--- config.mk ---
export PLATFORM = sky130hd
export DESIGN_NAME = psf_device_flat
export DESIGN_NICKNAME = d
export VERILOG_FILES = /design/src/psf_pkg.sv /design/src/psf_if.sv /design/src/psf_device.sv /design/src/flat_wrapper.sv
export SDC_FILE = /design/constraint.sdc
export NUM_CORES = 1
export LEC_CHECK = 0
export BUFFER_PORTS_ARGS = -buffer_cell sky130_fd_sc_hd__buf_2
export CAP_MARGIN = 20
export CORE_UTILIZATION = 40
export DETAILED_ROUTE_END_ITERATION = 12
export PLACE_DENSITY = 0.68
export SETUP_SLACK_MARGIN = 0.5
export SYNTH_ARGS = -nofsm -noshare
export SYNTH_HDL_FRONTEND = slang
export SYNTH_SLANG_ARGS = --single-unit
--- constraint.sdc ---
create_clock -name clk -period 4.1 [get_ports clk]
set_clock_uncertainty 0.15 [all_clocks]
set_input_delay 0.205 -clock clk [delete_from_list [all_inputs] [get_ports clk]]
set_output_delay 0.205 -clock clk [all_outputs]
set_load 0.01 [all_outputs]
--- src/psf_pkg.sv ---
// Package for the status flag bank: register codes, page values, bit places.
// Assumes both ends share one clock and one synchronous active-low reset.
// How it works
// Temperature bit 7 latches over-temperature fault.
// Temperature bit 6 latches over-temperature warning.
// Unsupported and reserved bits read zero always.
// Writing one clears temperature or vendor flag.
// Only single-byte reads and writes reach registers.
// Vendor byte paged; page FFh reads channel A.
// Communication byte shared, page ignored.
// Communication bit 7 latches bad command.
// Communication bit 6 latches bad payload.
// Communication bit 5 latches checksum failure.
// Communication bit 3 latches memory error.
// Communication bit 1 latches other communication faults.
// Writing one clears communication flag bits.
// Vendor bit 7 latches power stage fault.
// Vendor bit 6 latches open sense pin.
// Too many phases sets bit 5, clamps count.
// Vendor bit 4 records temp sense level.
// Vendor bit 3, channel A only, voltage-id reset.
// Vendor bit 0 after seven imbalance cycles.
// Temperature byte paged like vendor byte.
// Set wins over a simultaneous clear.
package psf_pkg;
   localparam logic [7:0] CMD_TEMP   = 8'h7D;
   localparam logic [7:0] CMD_COMM   = 8'h7E;
   localparam logic [7:0] CMD_VENDOR = 8'h80;
   localparam logic [7:0] CMD_PAGE   = 8'h00;
   localparam logic [7:0] PAGE_A     = 8'h00;
   localparam logic [7:0] PAGE_B     = 8'h01;
   localparam logic [7:0] PAGE_ALL   = 8'hFF;
   localparam logic [7:0] TEMP_MASK   = 8'hC0;
   localparam logic [7:0] COMM_MASK   = 8'hEA;
   localparam logic [7:0] VEND_MASK_A = 8'hF9;
   localparam logic [7:0] VEND_MASK_B = 8'hF1;
   localparam int BIT_OTF   = 7;
   localparam int BIT_OTW   = 6;
   localparam int BIT_BCMD  = 7;
   localparam int BIT_BPAY  = 6;
   localparam int BIT_CSUM  = 5;
   localparam int BIT_MEM   = 3;
   localparam int BIT_MISC  = 1;
   localparam int BIT_PS    = 7;
   localparam int BIT_SENSE = 6;
   localparam int BIT_CLAMP = 5;
   localparam int BIT_TSNS  = 4;
   localparam int BIT_VID   = 3;
   localparam int BIT_PHF   = 0;
   localparam logic [2:0] IMBAL_CYCLES = 3'h7;
   localparam logic [7:0] RESET_FLAGS  = 8'h00;
   localparam logic [7:0] RESET_PAGE   = 8'h00;
   localparam logic [2:0] MAX_PHASES_A = 3'h3;
   localparam logic [2:0] MAX_PHASES_B = 3'h1;

   typedef enum logic [1:0] {
      PSF_OP_IDLE  = 2'b00,
      PSF_OP_READ  = 2'b01,
      PSF_OP_WRITE = 2'b11
   } psf_op_t;

   function automatic logic [7:0] psf_latch(input logic [7:0] cur,
                                            input logic [7:0] set,
                                            input logic [7:0] clr,
                                            input logic [7:0] mask);
      psf_latch = (set | (cur & ~clr)) & mask;
   endfunction
endpackage

--- src/psf_if.sv ---
// Byte transaction link between host end and flag bank.
// Assumes a single clock shared by both ends.
`timescale 1ns/1ps
`default_nettype none
interface psf_if (
   input wire logic clk
);
   logic       rd;
   logic       wr;
   logic [7:0] cmd;
   logic [7:0] wdata;
   logic [7:0] rdata;
   logic       rvalid;

   modport dev (
      input  rd,
      input  wr,
      input  cmd,
      input  wdata,
      output rdata,
      output rvalid
   );
   modport host (
      output rd,
      output wr,
      output cmd,
      output wdata,
      input  rdata,
      input  rvalid
   );
endinterface
`default_nettype wire

--- src/psf_device.sv ---
// Device end: paged temperature and vendor bytes, shared communication byte.
// Assumes event inputs are one-cycle pulses from logic on the same clock.
`timescale 1ns/1ps
`default_nettype none
module psf_device (
   input  wire logic       clk,
   input  wire logic       resetn,
   input  wire logic       ce,
   psf_if.dev              bus,
   input  wire logic [1:0] overtemp_fault,
   input  wire logic [1:0] overtemp_warn,
   input  wire logic       bad_command,
   input  wire logic       bad_payload,
   input  wire logic       checksum_error,
   input  wire logic       memory_error,
   input  wire logic       misc_comm_fault,
   input  wire logic [1:0] power_stage_fault,
   input  wire logic [1:0] sense_pin_open,
   input  wire logic [1:0] temp_sense_high,
   input  wire logic [1:0] temp_sense_sample,
   input  wire logic       voltage_id_reset,
   input  wire logic [1:0] imbalance_tick,
   input  wire logic [1:0] imbalance_warn,
   input  wire logic [2:0] phases_req_a,
   input  wire logic [2:0] phases_req_b,
   output logic      [2:0] phases_act_a,
   output logic      [2:0] phases_act_b,
   output logic      [7:0] page
);
   logic [7:0] temp_r [2];
   logic [7:0] vend_r [2];
   logic [7:0] comm_r;
   logic [2:0] imb_cnt_r [2];
   logic [7:0] page_r;
   logic [7:0] rdata_r;
   logic       rvalid_r;
   logic       ch_b;
   logic       clr_temp;
   logic       clr_comm;
   logic       clr_vend;
   logic [1:0] clamp_a;
   logic [1:0] phf_set;

   // One decode serves the page register and all three clear strobes.
   function automatic logic code_hit(input logic       strobe,
                                     input logic [7:0] code,
                                     input logic [7:0] want);
      code_hit = strobe && code == want;
   endfunction

   // Channel A answers every page but 01h, page FFh included.
   function automatic logic ch_sel(input int   c,
                                   input logic sel_b);
      ch_sel = (c == 1) ? sel_b : !sel_b;
   endfunction

   assign page = page_r;
   assign ch_b = (page_r == psf_pkg::PAGE_B);
   assign clr_temp = code_hit(bus.wr, bus.cmd, psf_pkg::CMD_TEMP);
   assign clr_comm = code_hit(bus.wr, bus.cmd, psf_pkg::CMD_COMM);
   assign clr_vend = code_hit(bus.wr, bus.cmd, psf_pkg::CMD_VENDOR);
   assign clamp_a = {phases_req_b > psf_pkg::MAX_PHASES_B,
                     phases_req_a > psf_pkg::MAX_PHASES_A};

   // Clamped phase count; the request itself is never altered.
   always_ff @(posedge clk) begin
      if (!resetn) begin
         phases_act_a <= 3'h0;
         phases_act_b <= 3'h0;
      end else if (ce) begin
         phases_act_a <= clamp_a[0] ? psf_pkg::MAX_PHASES_A
                                    : phases_req_a;
         phases_act_b <= clamp_a[1] ? psf_pkg::MAX_PHASES_B
                                    : phases_req_b;
      end
   end

   always_ff @(posedge clk) begin
      if (!resetn) begin
         page_r <= psf_pkg::RESET_PAGE;
      end else if (ce && code_hit(bus.wr, bus.cmd, psf_pkg::CMD_PAGE)) begin
         page_r <= bus.wdata;
      end
   end

   // The imbalance counter restarts whenever a detection cycle is clean.
   always_ff @(posedge clk) begin
      if (!resetn) begin
         imb_cnt_r[0] <= 3'h0;
         imb_cnt_r[1] <= 3'h0;
      end else if (ce) begin
         for (int c = 0; c < 2; c++) begin
            if (imbalance_tick[c]) begin
               if (!imbalance_warn[c])
                  imb_cnt_r[c] <= 3'h0;
               else if (imb_cnt_r[c] != psf_pkg::IMBAL_CYCLES)
                  imb_cnt_r[c] <= imb_cnt_r[c] + 3'h1;
            end
         end
      end
   end

   // The counter saturates, so every further warned tick sets the flag
   // again: a clear during a lasting imbalance does not hide it.
   always_comb begin
      for (int c = 0; c < 2; c++) begin
         phf_set[c] = imbalance_tick[c] && imbalance_warn[c] &&
                      imb_cnt_r[c] >= psf_pkg::IMBAL_CYCLES - 3'h1;
      end
   end

   // Temperature flags, one byte per channel.
   always_ff @(posedge clk) begin
      if (!resetn) begin
         temp_r[0] <= psf_pkg::RESET_FLAGS;
         temp_r[1] <= psf_pkg::RESET_FLAGS;
      end else if (ce) begin
         for (int c = 0; c < 2; c++) begin
            logic [7:0] tset;
            logic [7:0] tclr;
            tset = 8'h00;
            tset[psf_pkg::BIT_OTF] = overtemp_fault[c];
            tset[psf_pkg::BIT_OTW] = overtemp_warn[c];
            tclr = (clr_temp && ch_sel(c, ch_b)) ? bus.wdata : 8'h00;
            // A set in the same cycle as its clear survives.
            temp_r[c] <= psf_pkg::psf_latch(temp_r[c], tset, tclr,
                                            psf_pkg::TEMP_MASK);
         end
      end
   end

   // Vendor flags; the voltage-id bit exists on channel A only.
   always_ff @(posedge clk) begin
      if (!resetn) begin
         vend_r[0] <= psf_pkg::RESET_FLAGS;
         vend_r[1] <= psf_pkg::RESET_FLAGS;
      end else if (ce) begin
         for (int c = 0; c < 2; c++) begin
            logic [7:0] vset;
            logic [7:0] vclr;
            logic [7:0] vmask;
            vset = 8'h00;
            vset[psf_pkg::BIT_PS]    = power_stage_fault[c];
            vset[psf_pkg::BIT_SENSE] = sense_pin_open[c];
            vset[psf_pkg::BIT_CLAMP] = clamp_a[c];
            vset[psf_pkg::BIT_VID]   = (c == 0) && voltage_id_reset;
            vset[psf_pkg::BIT_PHF]   = phf_set[c];
            vclr = (clr_vend && ch_sel(c, ch_b)) ? bus.wdata : 8'h00;
            vmask = (c == 0) ? psf_pkg::VEND_MASK_A : psf_pkg::VEND_MASK_B;
            vend_r[c] <= psf_pkg::psf_latch(vend_r[c], vset, vclr,
                                            vmask);
            // The level bit is a record, not a latch: it follows each
            // sample, so a clear write only hides it until the next one.
            if (temp_sense_sample[c]) begin
               vend_r[c][psf_pkg::BIT_TSNS] <= temp_sense_high[c];
            end
         end
      end
   end

   always_ff @(posedge clk) begin
      if (!resetn) begin
         comm_r <= psf_pkg::RESET_FLAGS;
      end else if (ce) begin
         logic [7:0] cset;
         cset = 8'h00;
         cset[psf_pkg::BIT_BCMD] = bad_command;
         cset[psf_pkg::BIT_BPAY] = bad_payload;
         cset[psf_pkg::BIT_CSUM] = checksum_error;
         cset[psf_pkg::BIT_MEM]  = memory_error;
         cset[psf_pkg::BIT_MISC] = misc_comm_fault;
         // One copy for both channels; the page plays no part.
         comm_r <= psf_pkg::psf_latch(comm_r, cset,
                      clr_comm ? bus.wdata : 8'h00,
                      psf_pkg::COMM_MASK);
      end
   end

   // Exactly one byte comes back, one cycle after the read strobe.
   always_ff @(posedge clk) begin
      if (!resetn) begin
         rdata_r  <= 8'h00;
         rvalid_r <= 1'b0;
      end else if (ce) begin
         rvalid_r <= bus.rd;
         if (bus.rd) begin
            case (bus.cmd)
               psf_pkg::CMD_TEMP:   rdata_r <= temp_r[ch_b];
               psf_pkg::CMD_COMM:   rdata_r <= comm_r;
               psf_pkg::CMD_VENDOR: rdata_r <= vend_r[ch_b];
               psf_pkg::CMD_PAGE:   rdata_r <= page_r;
               default:             rdata_r <= 8'h00;
            endcase
         end
      end
   end

   assign bus.rdata  = rdata_r;
   assign bus.rvalid = rvalid_r;
endmodule
`default_nettype wire

--- src/flat_wrapper.sv ---
// flat-port wrapper written by rule: the top's interface ports become plain ports
module psf_device_flat 
  (clk, resetn, ce, overtemp_fault, overtemp_warn, bad_command, bad_payload, checksum_error, memory_error, misc_comm_fault, power_stage_fault, sense_pin_open, temp_sense_high, temp_sense_sample, voltage_id_reset, imbalance_tick, imbalance_warn, phases_req_a, phases_req_b, phases_act_a, phases_act_b, page, bus_rd, bus_wr, bus_cmd, bus_wdata, bus_rdata, bus_rvalid);
  psf_if bus_i (.clk(clk));
  input  wire logic clk;
  input  wire logic resetn;
  input  wire logic ce;
  input  wire logic [1:0] overtemp_fault;
  input  wire logic [1:0] overtemp_warn;
  input  wire logic bad_command;
  input  wire logic bad_payload;
  input  wire logic checksum_error;
  input  wire logic memory_error;
  input  wire logic misc_comm_fault;
  input  wire logic [1:0] power_stage_fault;
  input  wire logic [1:0] sense_pin_open;
  input  wire logic [1:0] temp_sense_high;
  input  wire logic [1:0] temp_sense_sample;
  input  wire logic voltage_id_reset;
  input  wire logic [1:0] imbalance_tick;
  input  wire logic [1:0] imbalance_warn;
  input  wire logic [2:0] phases_req_a;
  input  wire logic [2:0] phases_req_b;
  output logic      [2:0] phases_act_a;
  output logic      [2:0] phases_act_b;
  output logic      [7:0] page;
  input wire logic [$bits(bus_i.rd)-1:0] bus_rd;
  input wire logic [$bits(bus_i.wr)-1:0] bus_wr;
  input wire logic [$bits(bus_i.cmd)-1:0] bus_cmd;
  input wire logic [$bits(bus_i.wdata)-1:0] bus_wdata;
  output wire logic [$bits(bus_i.rdata)-1:0] bus_rdata;
  output wire logic [$bits(bus_i.rvalid)-1:0] bus_rvalid;
  assign bus_i.rd = bus_rd;
  assign bus_i.wr = bus_wr;
  assign bus_i.cmd = bus_cmd;
  assign bus_i.wdata = bus_wdata;
  assign bus_rdata = bus_i.rdata;
  assign bus_rvalid = bus_i.rvalid;
  psf_device u_core (.clk(clk), .resetn(resetn), .ce(ce), .bus(bus_i), .overtemp_fault(overtemp_fault), .overtemp_warn(overtemp_warn), .bad_command(bad_command), .bad_payload(bad_payload), .checksum_error(checksum_error), .memory_error(memory_error), .misc_comm_fault(misc_comm_fault), .power_stage_fault(power_stage_fault), .sense_pin_open(sense_pin_open), .temp_sense_high(temp_sense_high), .temp_sense_sample(temp_sense_sample), .voltage_id_reset(voltage_id_reset), .imbalance_tick(imbalance_tick), .imbalance_warn(imbalance_warn), .phases_req_a(phases_req_a), .phases_req_b(phases_req_b), .phases_act_a(phases_act_a), .phases_act_b(phases_act_b), .page(page));
endmodule
[Yosys cells after proc, flatten, opt, wreduce, memory -nomap -nowiden]
Memories as Yosys holds them, arrays and structs flattened.
Index checks and enable logic that the tools add are counted.
Widths: inputs -> output; s select.
Operators by class
  add/sub/neg operators: 2
  $lt $le $gt $ge: 4
  equality and inequality tests: 6
  mux-type cells: 52
  bitwise gates (word level): 25
  reduce and logical (&&, ||, !) cells: 16
Operator list (number)
  $and 8x8->8: 5
  $mux 8: 5
  $not 8->8: 5
  $or 8x8->8: 5
  $mux 1: 36
  $pmux 8 s4: 1
  $mux 3: 6
  $eq 8x7->1 const B: 2
  $logic_and 1x1->1: 13
  $mux 6: 2
  $or 1x1->1: 10
  $eq 8x1->1 const B: 1
  $eq 8x8->1 const B: 1
  $logic_not 8->1: 1
  $add 3x1->3 const B: 2
  $ge 3x3->1 const B: 2
  $ne 3x3->1 const B: 2
  $mux 2: 2
  $gt 3x1->1 const B: 1
  $gt 3x2->1 const B: 1
  $reduce_and 2->1: 1
  $logic_not 1->1: 1
Word-level totals
  flip-flop bits (word level): 28
  bits in writable memories: 22
  input bits: 49
  output and inout bits: 23
  logic and storage cells: 114
  memories: 3
Memory list
  u_core.vend_r: words 2, bits a word 6, read ports 3, clocked after Yosys merged registers in 0, write ports 2, line psf_device.sv:31  | logic [7:0] vend_r [2];
  u_core.imb_cnt_r: words 2, bits a word 3, read ports 2, clocked after Yosys merged registers in 0, write ports 2, line psf_device.sv:33  | logic [2:0] imb_cnt_r [2];
  u_core.temp_r: words 2, bits a word 2, read ports 3, clocked after Yosys merged registers in 0, write ports 2, line psf_device.sv:30  | logic [7:0] temp_r [2];

[Logic depth before layout (Yosys ltp)]
Gate-level depths: netlist of the first run.
  word-level depth: 9
  depth in mapped cells: 6
  mapped depth without buffers: 5

[Worst setup path before layout of the first run]
Ideal clock, no wire load.
  path kind: register -> register
  start point: register u_core.page_r[7] (netlist: u_core.page[7])
  end point: memory u_core.vend_r[1][3] (netlist name), data pin
  arrival: 1.352 ns
  slack: 2.328 ns
  stages on the path, launching flop included: 6
  period minus slack after synthesis: 1.772 ns
  path through: dfxtp_1 -> nor4b_2 -> nand2_1 -> or3_4 -> o21ai_2 -> a21oi_1
RTL lines
  start: declaration: line psf_device.sv:34  | logic [7:0] page_r;
  start signal: assignment: line psf_device.sv:80  | page_r <= psf_pkg::RESET_PAGE;
  start signal: assignment: line psf_device.sv:82  | page_r <= bus.wdata;
  end: declaration: line psf_device.sv:31

==> out/results.txt, run 1 <==
The run finished with clean final reports. Cell type group with the largest total delay on the critical path: simple AND/OR/NAND/NOR gates. 0 antenna diodes ended up in the layout.

Of all nets on the critical path, the largest fanout is 12. Setup repair after global routing left no endpoint under its margin. The die covers 6360 µm². The critical path in this run is classified as reg -> reg. The number of gates resized after CTS is 0, and the number of instances in the synthesized netlist is 240. Walking the worst path, the cells encountered are nor4_2, nand2_1, or3_4, o21ai_2, a21oi_1. Sequential elements use 49.3% of the synthesized area.

The number of nets handed over by synthesis was 293. Dividing the synthesized area by the synthesized cell count gives 10.1 µm². After floorplanning, the core was divided into 27 placement rows.

The run gives 0 ps as the sum of negative setup slack. After detailed routing, the total wire length is 6050 µm. The final number of max-transition violations is 0, and the largest net degree at the start of global routing is 32. The most used flip-flop cell after synthesis is sky130_fd_sc_hd__dfxtp_1. The longest individual stage delay on the worst path was 520 ps. The slowest stage of the critical path belongs to the cell sky130_fd_sc_hd__or3_4. The clock tree synthesis step divided the H-tree into 2 levels. The number of clock buffers added by TritonCTS is 5. After detailed placement, the total cell area comes to 2820 µm².

By instance count, the leading cell after synthesis is sky130_fd_sc_hd__dfxtp_1. For the number of global-route vias before repair, the log shows 1988. The worst setup path is launched from a register.

The final-layout worst hold slack came out at 13.1 ps. Class of the tightest hold or removal check: in -> reg. The clock-pin slew on the worst setup and hold paths is 90 ps.

The total setup buffers inserted after CTS was 0. At the placement stage, the worst setup path has a slack of 1780 ps. Endpoint type of the worst setup path: a register. The logs give 5680 µm² for the area of the placeable core and 0 for the sum of overflow across all layers after global routing.

The number of enable-type register cells in the synthesized netlist was 21; the power consumption was 923 µW. Yosys printed 0 warnings. TritonCTS built the clock tree. The number of vias per cell after detailed routing is 5.42.

The hold violation count in the final report is 0, and the fraction of registers with async set/reset is 0%. The number of antenna violations at the first check in global routing was 0; the number of buffers and inverters on the critical path was 0. For this design the static power due to leakage is 1.33 nW. The average wire per cell in the routed design came out at 15.9 µm.

The total instance count after detailed placement is 373. The tools report the final setup slack of the worst path as 1770 ps. Global routing used 19.7% of the available tracks across all layers. The multi-input combinational cells in the finished layout cover a total of 1120 µm². By area the synthesized netlist is led by sky130_fd_sc_hd__edfxtp_1 (26%), sky130_fd_sc_hd__dfxtp_1 (23%), sky130_fd_sc_hd__mux2i_1 (6.2%). Once detailed placement completed, the half-perimeter wirelength came to 4510 µm. Once the floorplan was initialized, standard cells occupied 42.6% of the core.

Max-cap violations in this run came to 0. The logs give 553 for the final-layout fill cell count and 0 for the count of antenna-violating nets left after detailed routing. The area fraction of the dominant cell type after synthesis is 26.1%, and the endpoint required time on the critical path is 3980 ps.

The tree built by TritonCTS fans out to 49 sinks. The flip-flop and latch count after synthesis is 49. Setup violations remaining at the end of the flow were counted as 0.

For the clock latency on the worst-skew pair, the log shows 300 ps. The measured slew at the worst slew-check pin is 612 ps. The worst pin sits at a relative slew slack of 59.2%. Dividing the final minimum period by the clock period gives 56.9%. During placement, the flow inserted port buffers numbering 71. Before antenna repair, the detailed router went through 4 iterations.

The tools report the global-route wire length before repair as 9540 µm. At the end of routability-driven placement, the weighted congestion stood at 0.884. The signed area change from the synthesized netlist to the final layout is 19.9%.

The worst-case IR drop observed on VDD is 0.169 mV. For this run, the share of the core covered by cells in the final layout is 51.1%. The biggest area consumer among synthesized cells was sky130_fd_sc_hd__edfxtp_1. The number of different library cells used by synthesis comes to 42. For the cell area after layout, the log shows 2900 µm². For this run, the post-layout net count is 361. The power density normalized to cell area works out to 319 nW/µm². The die is 79.7 µm tall. The tools report the non-filler instance count after layout as 381. Counting instances in the post-synthesis netlist gives the leading cell types as sky130_fd_sc_hd__dfxtp_1 (28), sky130_fd_sc_hd__o21ai_0 (23), sky130_fd_sc_hd__a21oi_1 (21), sky130_fd_sc_hd__edfxtp_1 (21), sky130_fd_sc_hd__nand2_1 (17).

The proportion of layout cells with a drive suffix above 1 was 29.1%. The maximum root-to-sink buffer count is 2, and the total via count in the routed design is 2064. For this run, design rule violations remaining after detail routing come to 0.

During I/O placement, the number of pins put on the boundary was 72. The tools report the number of hold-repair buffers added at the cts stage as 0. In this run the clock root is driven by a sky130_fd_sc_hd__clkbuf_8. For the finished layout, the period the worst path requires is 2330 ps.

The logs give 1190 µm² for the total area of sequential cells and 2210 ps for the arrival time of data at the critical path endpoint. The tools report the highest clock rate as 0.428 GHz. The detailed router's first-iteration violation count came out at 140. From left edge to right edge, the die measures 79.7 µm. The run gives 2420 µm² as the post-synthesis instance area.
[cell type report]
cell class                 instances  share of cell area (%)
sequential                        49                    41.1
multi-input combinational        166                    38.7
timing repair buffer              71                    12.3
tap                               72                    3.11
clock buffer                       6                    2.50
inverter                          15                    1.94
clock inverter                     2                   0.345
[worst min-delay path, delay by kind of cell]
family / cells / cell delay [ps]
and+or+nand+nor: 1 / 50
AOI/OAI and AO/OA: 1 / 60
buffers and inverters: 1 / 100
[state kept, by name, indices dropped and copies added (netlist names)]
register and cells:
u_core.comm_r 5, u_core.imb_cnt_r 6, u_core.temp_r 4, u_core.page 8, u_core.bus.rdata 8, u_core.phases_act_a 3, u_core.bus.rvalid 1, u_core.phases_act_b 3
u_core.vend_r 11
[placed cells by master, fill, tap and decap left out, types with 4 or more instances in the layout]
master and instances:
sky130_fd_sc_hd__nand3_1 6, sky130_fd_sc_hd__clkbuf_8 5, sky130_fd_sc_hd__a21oi_1 21, sky130_fd_sc_hd__mux2i_1 15
sky130_fd_sc_hd__a21boi_0 7, sky130_fd_sc_hd__nand2_1 17, sky130_fd_sc_hd__o21ai_2 5, sky130_fd_sc_hd__a2bb2oi_1 4
sky130_fd_sc_hd__nor3_1 4, sky130_fd_sc_hd__a31oi_1 5, sky130_fd_sc_hd__ha_1 4, sky130_fd_sc_hd__buf_2 71
sky130_fd_sc_hd__nor2b_1 11, sky130_fd_sc_hd__and2_1 9, sky130_fd_sc_hd__nor2_1 7, sky130_fd_sc_hd__dfxtp_1 28
sky130_fd_sc_hd__o21ai_0 23, sky130_fd_sc_hd__inv_1 15, sky130_fd_sc_hd__edfxtp_1 21
[worst paths after layout]
check	startpoint	to	slack (ps)	cells past startpoint
min reg2reg	u_core.phases_act_b[2]	u_core.phases_act_b[2]	310	1
max	u_core.page[4]	u_core.vend_r[1][5]	1770	5
min	memory_error	u_core.comm_r[3]	10	3
max reg2reg	u_core.page[4]	u_core.vend_r[1][5]	1770	5
[metal layers]
layer	GRT usage (%)	part of all wire, %
met1	26.7	48
met5	0	0
met2	32.4	45
met3	3.43	6.0
met4	5.09	0.94
[cells by family after synthesis]
| family | synth area share [%] |
|---|---|
| adder cells (fa/ha/maj) | 2.07 |
| multiplexers | 6.21 |
| AND/OR/NAND/NOR | 19.0 |
| buffers and inverters | 4.25 |
| flip-flops | 49.3 |
| AO/OA/AOI/OAI | 19.2 |
[power breakdown]
| group | total (mW) | internal (mW) | switching [mW] |
|---|---|---|---|
| logic | 0.102 | 0.0432 | 0.0593 |
| clock network | 0.275 | 0.119 | 0.157 |
| registers | 0.545 | 0.533 | 0.0122 |
(Power assumes the default switching activity.)
==> run 2: changes to the inputs <==
Clock period 4.1 ns to 2.2 ns, I/O delays scaled along.
==> run 2 against run 1 <==
Compared with the run above:
- largest power group unchanged
- routed wire length up 4.7%
- core utilization grew 6.9 points
- sequential share of layout area shrank 4.6 points
- sequential power increased by 87%
- global-route usage rose by 1.9 points
- largest cell class unchanged
- combinational power is 130% higher
==> out/results.txt, run 2 (synthesis results as in run 1) <==
The tools report the highest clock rate as 0.550 GHz (was 0.428 GHz). Setup repair after global routing could not meet its margin everywhere. The tools report the number of placement rows as 27 (unchanged). The clock latency on the worst-skew pair is 300 ps (about the same), and the maximum root-to-sink buffer count is 2 (unchanged). The proportion of layout cells with a drive suffix above 1 is 31.0% (was 29.1%), and the highest fanout seen on the critical path is 5 (was 12). Half-perimeter wire length after placement: 4690 µm (was 4510 µm). The iteration count of the initial detailed-routing pass came out at 4 (unchanged). The run finished with clean final reports. The run gives 58.0% (was 51.1%) as the fraction of the core area covered by cells at the end of the flow. The tools report the clock tree root driver cell as sky130_fd_sc_hd__clkbuf_8 (unchanged). The sum of negative setup slack is 0 ps (unchanged), and the number of max-cap violations is 0 (unchanged).

The worst setup path category is reg -> reg (unchanged). The met2 wire length came out at 2920 µm (was 2750 µm). The measured slew at the worst slew-check pin was 602 ps (was 612 ps). The tools report the final number of max-transition violations as 0 (unchanged). The register containing the most flip-flops in the final layout was u_core.vend_r (unchanged). The flip-flop count of the largest register after layout is 11 (unchanged).

The worst hold path stage count came out at 3 (unchanged). The tools report the terminus of the critical flop-to-flop path as u_core.vend_r[1][2] (was u_core.vend_r[1][5]). Endpoint required time on the critical path: 2110 ps (was 3980 ps). The clock buffer count from CTS is 5 (unchanged). The tools report the remaining routing DRC violations as 0 (unchanged). The endpoint type of the worst setup path was a register (unchanged). Longest individual stage delay on the worst path: 400 ps (was 520 ps). The most common library cell in the layout ignoring fill and taps was sky130_fd_sc_hd__buf_2 (unchanged). The tools report the global-route wire length before repair as 10500 µm (was 9540 µm). The last weighted congestion value of the routability-driven placer is 0.836 (was 0.884), and the final wirelength is 6340 µm (was 6050 µm). The area enclosed by the die boundary was 6360 µm² (unchanged); the effective utilization at floorplan was 42.6% (unchanged). The tools report the reg-to-reg critical path startpoint as u_core.page[4] (unchanged). Crit-path cells: nor4_4, nand2_2, or3_4, o21ai_2, o31ai_2 (was nor4_2, nand2_1, or3_4, o21ai_2, a21oi_1). The post-route met1 wirelength came out at 2960 µm (was 2880 µm). TritonCTS built the clock tree. The path depth of the worst reg2reg path was 5 (unchanged); the detailed router's first-iteration violation count was 114 (was 140). The average wire per cell in the routed design is 15.1 µm (was 15.9 µm).

The slowest cell on the critical path is sky130_fd_sc_hd__or3_4 (unchanged). The run gives 2203 (was 2064) as the total via count in the routed design. Power consumption: 1.77 mW (was 923 µW). The logs give 2284 (was 1988) for the number of global-route vias before repair and 16 (was 32) for the largest net degree at the start of global routing.

The signed area change from the synthesized netlist to the final layout is 36.2% (was 19.9%), and the amount of wire on met3 after detailed routing is 345 µm (was 363 µm). The highest ir drop seen on vdd was 0.314 mV (was 0.169 mV); the sum of overflow across all layers after global routing was 0 (unchanged). The worst relative slew slack was 59.8% (was 59.2%). The number of vias per cell after detailed routing was 5.25 (was 5.42); the die width was 79.7 µm (unchanged).

The hold violation count in the final report came out at 0 (unchanged). The class of the tightest hold or removal check is in -> reg (unchanged). The sink of the worst hold path was u_core.vend_r[0][2] (was u_core.comm_r[3]). Number of clock sinks: 49 (unchanged).

The number of antenna violations at the first check in global routing is 0 (unchanged), and the count of antenna-violating nets left after detailed routing is 0 (unchanged). For the arrival time of data at the critical path endpoint, the log shows 1730 ps (was 2210 ps). Cell type group with the largest total delay on the critical path: simple AND/OR/NAND/NOR gates (unchanged). For the net count of the finished layout, the log shows 400 (was 361). The register-to-register path setup slack was 380 ps (was 1770 ps); the final number of setup-violating endpoints was 0 (unchanged).

Clock-pin slew on the worst setup and hold paths: 90 ps (about the same). The die boundary height was 79.7 µm (unchanged). The number of H-tree branching levels is 2 (unchanged). The highest signal layer in the routed design was met4 (unchanged). The tools report the area of the placeable core as 5680 µm² (unchanged). The tools report the leakage power of the design as 1.51 nW (was 1.33 nW). The number of buffers and inverters on the critical path works out to 0 (unchanged). The share of the clock period used by the worst path is 82.7% (was 56.9%).

For the count of boundary I/O pins, the log shows 72 (unchanged). Count of buffers from port buffering: 71 (unchanged). The kind of start point of the critical path is a register (unchanged). The tools report the source of the worst hold timing path as temp_sense_high[0] (was memory_error).

The post-layout minimum cycle time was 1820 ps (was 2330 ps); the number of antenna diodes was 0 (unchanged). The power density normalized to cell area was 537 nW/µm² (was 319 nW/µm²). Launch point of the worst path: u_core.page[4] (unchanged). Commonest cells after routing, fill and taps aside: sky130_fd_sc_hd__buf_2 (71), sky130_fd_sc_hd__dlygate4sd3_1 (26), sky130_fd_sc_hd__dfxtp_1 (23) (was sky130_fd_sc_hd__buf_2 (71), sky130_fd_sc_hd__dfxtp_1 (28), sky130_fd_sc_hd__o21ai_0 (23)).

For the global-route usage over all layers, the log shows 21.6% (was 19.7%).
==> run 2: worst max path at each step <==
stage               slack [ps]  cells past startpoint                   to
global placement           320                      5  u_core.vend_r[1][3]
detailed placement         250                      5  u_core.vend_r[1][3]
finish                     380                      5  u_core.vend_r[1][2]
floorplan                  430                      5  u_core.vend_r[1][3]
CTS                        400                      6  u_core.bus.rdata[6]
global route               300                      6  u_core.bus.rdata[6]
==> run 2: worst min-delay path, stage by stage <==
cell and delay, ps:
sky130_fd_sc_hd__buf_2 70, sky130_fd_sc_hd__nand2_1 40, sky130_fd_sc_hd__a21oi_1 120
==> run 2: power breakdown <==
group	leakage (nW)	internal, mW	switching (mW)
Combinational	1.01	0.117	0.118
Clock	0.0395	0.227	0.291
Sequential	0.460	0.992	0.0228
==> run 2: metrics by stage <==
| step | setup WS, ps | hold slack (ps) | instance area [µm²] | cells |
|---|---|---|---|---|
| 2_1_floorplan | 431 | 114 | 2440 | 240 |
| 3_3_place_gp | 318 | 219 | 2890 | 380 |
| 3_5_place_dp | 246 | 230 | 2890 | 380 |
| 4_1_cts | 399 | 0.353 | 3270 | 418 |
| 5_1_grt | 304 | 8.84 | 3290 | 420 |
| 6_report | 382 | 12.2 | 3290 | 420 |
==> run 2: area by class of cell <==
cell class	count	area, µm²
multi-input combinational	166	1150
clock buffer	8	80.1
sequential	49	1200
inverter	15	56.3
tap	72	90.1
fill	531	2380
timing repair buffer	110	717
==> run 2: what timing repair did <==
item	in CTS	in global routing
hold endpoints to repair	20	0
pin swaps	5	10
setup endpoints to repair	18	17
hold buffers	26	0
setup buffers	4	2
gates resized for setup	3	8
==> run 2: per-layer routing <==
metal  up-vias  global-route usage (%)
li1       1092                       -
met1      1026                    27.3
met2        74                    36.5
met3        11                    4.57
met4         0                    7.09
met5         -                       0
